`src/logic/nbx_pkg.sv`:
```
package nbx_pkg;
    // host clock
    localparam int CLK_PERIOD_NS = 4;
    // number of expanders on the shared nibble bus, one select each
    localparam int NUM_UNITS = 2;
    // command nibble field positions
    localparam int PORT_LSB = 0;
    localparam int OP_LSB = 2;
    // operation codes
    localparam logic [1:0] OP_READ = 2'h0;
    localparam logic [1:0] OP_DIRECT_WRITE = 2'h1;
    localparam logic [1:0] OP_OR_WRITE = 2'h2;
    localparam logic [1:0] OP_AND_WRITE = 2'h3;
    // pin timing in ns
    localparam int T_CODE_SETUP_NS = 100;
    localparam int T_CODE_HOLD_NS = 60;
    localparam int T_STROBE_LOW_NS = 700;
    localparam int T_DATA_HOLD_NS = 20;
    localparam int T_FLOAT_NS = 150;
    // timing in cycles, least times rounded up
    localparam logic [7:0] CODE_SETUP_CYC =
        8'((T_CODE_SETUP_NS + CLK_PERIOD_NS - 1) / CLK_PERIOD_NS);
    localparam logic [7:0] CODE_HOLD_CYC =
        8'((T_CODE_HOLD_NS + CLK_PERIOD_NS - 1) / CLK_PERIOD_NS);
    localparam logic [7:0] STROBE_LOW_CYC =
        8'((T_STROBE_LOW_NS + CLK_PERIOD_NS - 1) / CLK_PERIOD_NS);
    localparam logic [7:0] DATA_HOLD_CYC =
        8'((T_DATA_HOLD_NS + CLK_PERIOD_NS - 1) / CLK_PERIOD_NS);
    localparam logic [7:0] FLOAT_CYC =
        8'((T_FLOAT_NS + CLK_PERIOD_NS - 1) / CLK_PERIOD_NS);
    // reset values
    localparam logic [3:0] NIBBLE_RST = 4'h0;
    localparam logic [1:0] SEL_RST = 2'h3;
    localparam logic [7:0] CNT_RST = 8'h00;
    localparam logic [7:0] STALE_RST = 8'h00;

    typedef enum logic [2:0] {
        ST_IDLE,
        ST_SETUP,
        ST_CMD_HOLD,
        ST_LOW,
        ST_DATA_HOLD,
        ST_RECOVER
    } nbx_state_t;
endpackage

```
`src/logic/nbx_pin_if.sv`:
```
`timescale 1ns/100ps
interface nbx_pin_if;
    logic [3:0] bus_out;
    logic bus_oe;
    logic strobe;
    logic [1:0] sel_n;
    logic [3:0] bus_sync;
    modport ctl (
        output bus_out,
        output bus_oe,
        output strobe,
        output sel_n,
        input bus_sync
    );
    modport pin (
        input bus_out,
        input bus_oe,
        input strobe,
        input sel_n,
        output bus_sync
    );
endinterface

```
`src/logic/nbx_pin_stage.sv`:
```
`timescale 1ns/100ps
module nbx_pin_stage (
    // clock and reset
    input wire logic core_clk,
    input wire logic rst_n,
    // controller side
    nbx_pin_if.pin pif,
    // pins
    input wire logic [3:0] nib_in,
    output logic [3:0] nib_out,
    output logic nib_oe,
    output logic transfer_strobe,
    output logic [1:0] unit_sel_n
);
    logic [3:0] sync1_ff;
    logic [3:0] sync2_ff;

    // pin drivers, registered
    always_ff @(posedge core_clk or negedge rst_n) begin
        if (!rst_n) begin
            nib_out <= nbx_pkg::NIBBLE_RST;
            nib_oe <= 1'b0;
            transfer_strobe <= 1'b1;
            unit_sel_n <= nbx_pkg::SEL_RST;
        end else begin
            nib_out <= pif.bus_out;
            nib_oe <= pif.bus_oe;
            transfer_strobe <= pif.strobe;
            unit_sel_n <= pif.sel_n;
        end
    end

    // two-stage synchroniser on the nibble bus
    always_ff @(posedge core_clk or negedge rst_n) begin
        if (!rst_n) begin
            sync1_ff <= nbx_pkg::NIBBLE_RST;
            sync2_ff <= nbx_pkg::NIBBLE_RST;
        end else begin
            sync1_ff <= nib_in;
            sync2_ff <= sync1_ff;
        end
    end

    assign pif.bus_sync = sync2_ff;
endmodule // nbx_pin_stage

```
`src/logic/nbx_host.sv`:
```
`timescale 1ns/100ps
// Function
// RULE1 - expander offers four 4-bit ports, addressed as ports 4 to 7
// RULE2 - each transaction is exactly two nibbles: command then data
// RULE3 - command nibble valid at strobe fall, data nibble at strobe rise
// RULE4 - command bits 1:0 pick port, bits 3:2 pick operation
// RULE5 - at power-up expander floats ports and listens on nibble bus
// RULE6 - expander leaves power-on state at first strobe fall
// RULE7 - expander latches operation and port at strobe fall
// RULE8 - direct write replaces the port latch
// RULE9 - OR-write merges data into the port latch with OR
// RULE10 - AND-write merges data into the port latch with AND
// RULE11 - write data taken at strobe rise, then latched and driven
// RULE12 - port latch holds until next write to that port
// RULE13 - read floats selected port drivers at once
// RULE14 - during read expander drives port pins onto nibble bus before rise
// RULE15 - strobe rise ends read, port floats, nibble bus back to input
// RULE16 - host treats first read after a write to that port as stale
// RULE17 - each expander on the shared bus gets its own select line
// RULE18 - deselected expander ignores strobe edges
// RULE19 - deselected expander leaves the nibble bus undriven
// RULE20 - host holds select low and stable across both strobe edges
module nbx_host (
    // clock and reset
    input wire logic core_clk,
    input wire logic rst_n,
    // command port
    input wire logic cmd_valid,
    output logic cmd_ready,
    input wire logic cmd_unit,
    input wire logic [1:0] cmd_port,
    input wire logic [1:0] cmd_op,
    input wire logic [3:0] cmd_data,
    // read answer
    output logic rsp_valid,
    output logic [3:0] rsp_data,
    output logic rsp_stale,
    // expander pins
    input wire logic [3:0] nib_in,
    output logic [3:0] nib_out,
    output logic nib_oe,
    output logic transfer_strobe,
    output logic [1:0] unit_sel_n
);
    nbx_pin_if pif ();

    nbx_pkg::nbx_state_t state_ff;
    nbx_pkg::nbx_state_t nxt_state;
    logic [7:0] cnt_ff;
    logic [7:0] nxt_cnt;
    logic unit_ff;
    logic [1:0] port_ff;
    logic [1:0] op_ff;
    logic [3:0] data_ff;
    logic [7:0] stale_ff;
    logic [2:0] slot;
    logic is_read;
    logic cnt_done;

    assign is_read = (op_ff == nbx_pkg::OP_READ);
    assign cnt_done = (cnt_ff == 8'h01);
    assign slot = {unit_ff, port_ff};

    nbx_pin_stage u_pin (
        .core_clk(core_clk),
        .rst_n(rst_n),
        .pif(pif),
        .nib_in(nib_in),
        .nib_out(nib_out),
        .nib_oe(nib_oe),
        .transfer_strobe(transfer_strobe),
        .unit_sel_n(unit_sel_n)
    );

    // sequencer: setup, fall, low phase, rise, float recovery
    always_comb begin
        nxt_state = state_ff;
        nxt_cnt = cnt_ff - 8'h01;
        case (state_ff)
            nbx_pkg::ST_IDLE: begin
                nxt_cnt = cnt_ff;
                if (cmd_valid) begin
                    nxt_state = nbx_pkg::ST_SETUP;
                    nxt_cnt = nbx_pkg::CODE_SETUP_CYC;
                end
            end
            nbx_pkg::ST_SETUP: begin
                if (cnt_done) begin
                    nxt_state = nbx_pkg::ST_CMD_HOLD; // [RULE3]
                    nxt_cnt = nbx_pkg::CODE_HOLD_CYC;
                end
            end
            nbx_pkg::ST_CMD_HOLD: begin
                if (cnt_done) begin
                    nxt_state = nbx_pkg::ST_LOW;
                    nxt_cnt = nbx_pkg::STROBE_LOW_CYC
                        - nbx_pkg::CODE_HOLD_CYC;
                end
            end
            nbx_pkg::ST_LOW: begin
                if (cnt_done) begin
                    nxt_state = nbx_pkg::ST_DATA_HOLD; // [RULE3]
                    nxt_cnt = nbx_pkg::DATA_HOLD_CYC;
                end
            end
            nbx_pkg::ST_DATA_HOLD: begin
                if (cnt_done) begin
                    nxt_state = nbx_pkg::ST_RECOVER;
                    nxt_cnt = nbx_pkg::FLOAT_CYC;
                end
            end
            nbx_pkg::ST_RECOVER: begin
                if (cnt_done) begin
                    nxt_state = nbx_pkg::ST_IDLE;
                end
            end
            default: begin
                nxt_state = nbx_pkg::ST_IDLE;
            end
        endcase
    end

    always_ff @(posedge core_clk or negedge rst_n) begin
        if (!rst_n) begin
            state_ff <= nbx_pkg::ST_IDLE;
            cnt_ff <= nbx_pkg::CNT_RST;
        end else begin
            state_ff <= nxt_state;
            cnt_ff <= nxt_cnt;
        end
    end

    // ready only while idle
    always_ff @(posedge core_clk or negedge rst_n) begin
        if (!rst_n) begin
            cmd_ready <= 1'b0;
        end else begin
            cmd_ready <= (nxt_state == nbx_pkg::ST_IDLE);
        end
    end

    // command capture
    always_ff @(posedge core_clk or negedge rst_n) begin
        if (!rst_n) begin
            unit_ff <= 1'b0;
            port_ff <= 2'h0;
            op_ff <= nbx_pkg::OP_READ;
            data_ff <= nbx_pkg::NIBBLE_RST;
        end else if (state_ff == nbx_pkg::ST_IDLE && cmd_valid) begin
            unit_ff <= cmd_unit;
            port_ff <= cmd_port;
            op_ff <= cmd_op;
            data_ff <= cmd_data;
        end
    end

    // pin drive values
    always_comb begin
        pif.bus_out = nbx_pkg::NIBBLE_RST;
        pif.bus_oe = 1'b0;
        pif.strobe = 1'b1;
        pif.sel_n = nbx_pkg::SEL_RST;
        if (state_ff != nbx_pkg::ST_IDLE) begin
            pif.sel_n[unit_ff] = 1'b0; // [RULE17] [RULE20]
        end
        case (state_ff)
            nbx_pkg::ST_SETUP, nbx_pkg::ST_CMD_HOLD: begin
                pif.bus_oe = 1'b1;
                pif.bus_out[nbx_pkg::PORT_LSB +: 2] = port_ff; // [RULE4]
                pif.bus_out[nbx_pkg::OP_LSB +: 2] = op_ff; // [RULE4]
                pif.strobe = (state_ff == nbx_pkg::ST_SETUP);
            end
            nbx_pkg::ST_LOW: begin
                pif.strobe = 1'b0;
                pif.bus_oe = !is_read; // [RULE2]
                pif.bus_out = data_ff;
            end
            nbx_pkg::ST_DATA_HOLD: begin
                pif.bus_oe = !is_read;
                pif.bus_out = data_ff;
            end
            nbx_pkg::ST_RECOVER: begin
                // expander may still drive, so the bus stays released
                pif.bus_oe = 1'b0;
                pif.strobe = 1'b1;
            end
            nbx_pkg::ST_IDLE: begin
                // idle: nibble bus left to the pull-ups
                pif.bus_oe = 1'b0;
                pif.bus_out = nbx_pkg::NIBBLE_RST;
            end
            default: begin
                pif.bus_oe = 1'b0;
            end
        endcase
    end

    // read answer sampled just before the rise
    always_ff @(posedge core_clk or negedge rst_n) begin
        if (!rst_n) begin
            rsp_valid <= 1'b0;
            rsp_data <= nbx_pkg::NIBBLE_RST;
            rsp_stale <= 1'b0;
        end else begin
            rsp_valid <= 1'b0;
            if (state_ff == nbx_pkg::ST_LOW && cnt_done && is_read) begin
                rsp_valid <= 1'b1;
                rsp_data <= pif.bus_sync;
                rsp_stale <= stale_ff[slot]; // [RULE16]
            end
        end
    end

    // per unit and port: written since last read
    always_ff @(posedge core_clk or negedge rst_n) begin
        if (!rst_n) begin
            stale_ff <= nbx_pkg::STALE_RST;
        end else if (state_ff == nbx_pkg::ST_LOW && cnt_done) begin
            stale_ff[slot] <= !is_read; // [RULE16]
        end
    end
endmodule // nbx_host

```
`config.mk`:
```
export PLATFORM = sky130hd
export DESIGN_NAME = nbx_host
export DESIGN_NICKNAME = d
export VERILOG_FILES = /design/src/logic/nbx_pkg.sv /design/src/logic/nbx_pin_if.sv /design/src/logic/nbx_pin_stage.sv /design/src/logic/nbx_host.sv
export SDC_FILE = /design/constraint.sdc
export NUM_CORES = 1
export LEC_CHECK = 0
export BUFFER_PORTS_ARGS = -buffer_cell sky130_fd_sc_hd__buf_2
export CAP_MARGIN = 5
export CORE_ASPECT_RATIO = 0.9
export CORE_UTILIZATION = 40
export CTS_CLUSTER_DIAMETER = 200
export DETAILED_ROUTE_END_ITERATION = 8
export PLACE_DENSITY_LB_ADDON = 0.3
export SKIP_LAST_GASP = 1
export SLEW_MARGIN = 5
export SYNTH_ARGS = -nofsm -noshare
export SYNTH_HDL_FRONTEND = slang
export SYNTH_SLANG_ARGS = --single-unit
```
`constraint.sdc`:
```
create_clock -name core_clk -period 2.5 [get_ports core_clk]
set_input_delay 0 -clock core_clk [delete_from_list [all_inputs] [get_ports core_clk]]
set_output_delay 0 -clock core_clk [all_outputs]
set_load 0.05 [all_outputs]
```
Word-level counts from Yosys, hierarchy flattened
Index checks and enable logic that the tools add are counted.

storage, ports and cells
  ROM bits = 0
  register bits = 51
  RAM bits = 0
  output and inout bits = 15
  memories kept = 0
  latch bits = 0
  logic and storage cells = 67

operators by class
  equal/unequal tests = 7
  divide/modulo/power cells = 0
  shift operators = 0
  order comparisons = 4
  reduce and logical (&&, ||, !) cells = 12
  $mul = 0
  bitwise logic cells = 1
  $add $sub $neg = 1
  muxes and demuxes = 25

operators with widths
  kind                   count
  $mux W8                5
  $pmux W8 S5            1
  $mux W3                6
  $pmux W3 S6            1
  $bwmux W8              1
  $eq A8 B1 Y1 const B   1
  $pmux W4 S2            1
  $sub A8 B1 Y8 const B  1
  $eq A3 B2 Y1 const B   2
  $eq A3 B3 Y1 const B   2
  $logic_not A3 Y1       2
  $logic_and A1 B1 Y1    5
  $lt A3 B4 Y1 const B   1
  $mux W1                4
  $pmux W1 S2            2
  $reduce_or A2 Y1       2
  $bmux W1 S3            1
  $demux W1 S3           1
  $eq A3 B1 Y1 const B   1
  $ge A3 B1 Y1 const B   1
  $reduce_bool A3 Y1     1
  $logic_not A2 Y1       1
  $lt A1 B2 Y1 const B   1
  $mux W2                1
  5 further kinds        5

Longest topological paths before layout
  depth after elaboration = 6
  gate-level depth with buffers = 7
  gate-level depth less buffers = 6

Modules after synthesis
Synthesis repeated with hierarchy kept, for this count alone.

unflattened totals
  cells, all modules = 218
  area, all modules = 2408.6 µm²

modules (own cells, without submodules)
  module         seq. area each (µm²)  cells each  area an instance (µm²)  times used
  nbx_host       875.8                 202         2004.4                  1
  nbx_pin_stage  404.1                 16          404.1                   1

Worst setup path after synthesis
No wires, ideal clock.

  path kind = register -> register
  from = register cnt_ff[1]
  to = register stale_ff[6]
  path buffers = 1
  stages on the path, launching flop included = 8
  clock period less this slack = 1901 ps
  data arrival time = 1774 ps
  setup slack = 599 ps
  cell sequence = dfrtp_1 > inv_1 > ha_1 > nor4b_4 > buf_4 > nand4_2 > nor3b_1 > mux2_1

between the ends
  word-level cells in the longest chain between the ends = 2

RTL lines
  what                            RTL line         RTL
  start: declaration              nbx_host.sv:49   logic [7:0] cnt_ff;
  start signal: assignment        nbx_host.sv:126  cnt_ff <= nbx_pkg::CNT_RST;
  start signal: assignment        nbx_host.sv:129  cnt_ff <= nxt_cnt;
  $eq A8 B1 Y1                    nbx_host.sv:61   assign cnt_done = (cnt_ff == 8'h01);
  $logic_and A1 B1 Y1             nbx_host.sv:218  end else if (state_ff == nbx_pkg::ST_LOW && cnt_done) begin
  end signal: assignment          nbx_host.sv:217  stale_ff <= nbx_pkg::STALE_RST;
  end signal: indexed assignment  nbx_host.sv:219  stale_ff[slot] <= !is_read;
  end: declaration                nbx_host.sv:55   logic [7:0] stale_ff;

Every way passes these cells.
A chain may end at the register's enable or synchronous reset.

Worst setup path in the final report
Ends and elaborated chain as after synthesis.

==> results.yml <==
floorplanning:
  die_y_um: 76.4
  initial_core_util_pct: 42.4
  row_count: 26
  core_area_sq_mm: 0.00579
  io_pins: 31
  die_area_sq_mm: 0.00646
  chipWidth_um: 84.6
drt:
  wl_per_cell_um: 15.1
  vias_per_cell: 5.45
  via_count: 1832
  drtPass1Iterations: 6
  drt-total-wl_um: 5090
  drtIter0Drc: 120
  final_antenna_net_count: 0
  route.detailed.drc: 0
finish:
  antenna_cells: 0
  drive_above_1_share_pct: 27.4
  nNetsFinal: 283
  area_growth_pct: 18.9
grt:
  grt_pass1_wl_um: 8730
  gr-usage-met2_pct: 26.2
  grt_max_degree: 33
  antenna_found_initial: 0
  grt_util_met1_pct: 24.5
  top_usage_layer: "met2"
  gr-total-overflow: 0
  use_met3_pct: 3.90
  grt_usage_pct: 17.2
  grt_pass1_vias: 1783
timing:
  slew_headroom_pct: 59.4
  hold_viol_final: 0
  rsz0062_at_grt: "no"
  fin_crit_ps: 2130
  finalSetupTns_ps: 0
  fin_crit_sh_pct: 85.3
  drv_slew: 0
  setup_viol: 0
  worst_pin_slew_ps: 606
  finClkSkew_ps: 8.35
  worst_slack_ps: 368
  fmax_mhz: 469
clock_network:
  cts_tree: "built"
  htreeDepth: 2
  post_cts_buffers: 0
  clock_latency_ps: 310
  cts_root_buf: "clkbuf_8"
  cts_buffer_depth: 2
  cts_buffers: 5
  clkTransAtPathRegs_ps: 100
  cts_num_sinks: 51
place:
  io_buffers: 30
  hpwl_um: 3520
  place_congestion: 0.870
  dp_worst_setup_slack_ps: 418
power:
  vdd_ir_drop_max_v: 0.000428
  p_leak_uw: 0.00131
  p_per_area_mw_per_mm2: 707
worst_setup_path:
  path_cells: "inv_1 -> ha_1 -> nor4b_4 -> nand4_2 -> nor3b_1 -> mux2_1"
  end_kind: "flip-flop"
  path_max_fanout: 6
  cp.required_ps: 2700
  start_kind: "flip-flop"
  critPathKind: "flip-flop to flip-flop"
  cpMaxStageDelayCell: "dfrtp_1"
  cp_slowest_stage_delay_ps: 420
  arrival_ps: 2330
  r2r_setup_slack_ps: 370
synth:
  synth.most_common_cell: "dfrtp_1"
  syn-num-nets: 242
  synth.area.top_cells: "dfrtp_1, mux2_2, o21ai_0"
  synth_common_cells: "dfrtp_1, nand2_1, o21ai_0, mux2_2, nor2_1"
  async_flop_share_pct: 100
  synth_edf_count: 0
  yosys.area.top_type_share_pct: 48.9
  synthFlopType: "dfrtp_1"
  synth_seq_cells: 51
  ys_warn_count: 0
  synth_cells: 224
  synthDistinctLibCells: 48
  yosysTopAreaCell: "dfrtp_1"
  syn-cell-area_sq_mm: 0.00246
  seq_area_frac_synth_pct: 52.1
  syn_avg_cell_area_sq_um: 11.0
flow_run:
  maxCapViolCount: 0
outcome:
  status: "complete, no violations"
hold_path:
  min_path_type: "input pin to flip-flop"
## state kept, by name, summed over array words and instances, names as in the netlist, 2 cells and up
register            count
cnt_ff                  8
stale_ff                8
data_ff                 4
rsp_data                4
u_pin.nib_out           4
u_pin.pif.bus_sync      4
u_pin.sync1_ff          4
state_ff                3
op_ff                   2
port_ff                 2
u_pin.unit_sel_n        2
## cells by family after synthesis
group / Yosys count / share of synthesized area [%]
simple gates: 71 / 16.9
xor+xnor: 2 / 0.713
compound gates: 48 / 12.1
buf+inv: 22 / 3.72
mux: 27 / 13.0
flops: 51 / 52.1
fa+ha+maj: 3 / 1.43
## routing by layer
layer | part of all wire, % | vias to the layer above
li1 | - | 885
met1 | 49 | 907
met2 | 47 | 35
met3 | 3.8 | 5
met4 | 0.79 | 0
met5 | 0 | -
## worst max-delay path: cells and delay by family (launching register included)
family                     cells  cell delay, ps
and+or+nand+nor                3             920
DFF                            1             420
muxes                          1             350
adders and majority gates      1             240
buffers and inverters          1              90
## metrics by stage
stage                     utilization, %  hold slack, ps  std cells  area, sq um  total power, uW
after floorplan                        -            -296        224         2460             1360
after global placement              46.1           -15.8        314         2670             1460
after detailed placement            46.1           -16.7        314         2670             1470
after CTS                           50.5             122        336         2920             2080
after global routing                50.5             131        336         2920             2170
final                               50.5             124        336         2920             2070
## placed cells by master (no fill, tap or decap), types with 2 or more instances in the layout
cell / netlist / routed
a21o_1: 2 / 2
a21oi_1: 13 / 13
a22oi_1: 2 / 2
a311oi_1: 2 / 2
and3_1: 2 / 2
buf_2: 4 / 30
buf_4: 1 / 5
clkbuf_8: 0 / 5
dfrtp_1: 48 / 48
dfstp_2: 3 / 3
dlygate4sd3_1: 0 / 14
ha_1: 2 / 2
inv_1: 6 / 6
mux2_1: 4 / 4
mux2_2: 16 / 16
mux2i_1: 5 / 5
mux4_2: 2 / 2
nand2_1: 18 / 18
nand2b_1: 2 / 2
nand3_1: 5 / 5
nor2_1: 15 / 15
nor2b_1: 2 / 2
nor3_1: 10 / 10
nor3b_1: 2 / 2
nor4_1: 2 / 2
nor4b_2: 2 / 2
nor4b_4: 2 / 2
o21a_1: 2 / 2
o21ai_0: 17 / 17
o22a_1: 2 / 2
or2_2: 2 / 2
or3_1: 2 / 2
xor2_1: 2 / 2
## what timing repair did
item / in CTS / in global routing
hold buffers: 14 / 0
resized for setup: 0 / 0
endpoints found under the hold margin: 32 / 0
## cell type report
type | instances | area, sq um
clock inverters | 3 | 46.3
clock buffers | 5 | 68.8
flip-flops and latches | 51 | 1280
multi-input cells | 151 | 1090
fillers | 545 | 2870
well taps | 70 | 87.6
inverters | 7 | 26.3
repair buffers | 49 | 328
## power breakdown
part | switching [uW] | total [uW] | internal, uW
Sequential | 129 | 1040 | 916
Combinational | 240 | 429 | 189
Clock | 292 | 594 | 302
## final timing paths
path                                        startpoint                               to  cells past startpoint
setup / recovery                 cnt_ff[1]$_DFFE_PN0P_          stale_ff[6]$_DFFE_PN0P_                      6
hold / removal                               cmd_valid            cnt_ff[3]$_DFFE_PN0P_                      3
setup reg to reg                 cnt_ff[1]$_DFFE_PN0P_          stale_ff[6]$_DFFE_PN0P_                      6
hold reg to reg            u_pin.sync1_ff[1]$_DFF_PN0_  u_pin.pif.bus_sync[1]$_DFF_PN0_                      0
max in group asynchronous                        rst_n           u_pin.nib_oe$_DFF_PN0_                      3
min in group asynchronous                        rst_n            cnt_ff[5]$_DFFE_PN0P_                      2
Note: power is estimated with default switching activity, not from simulation.
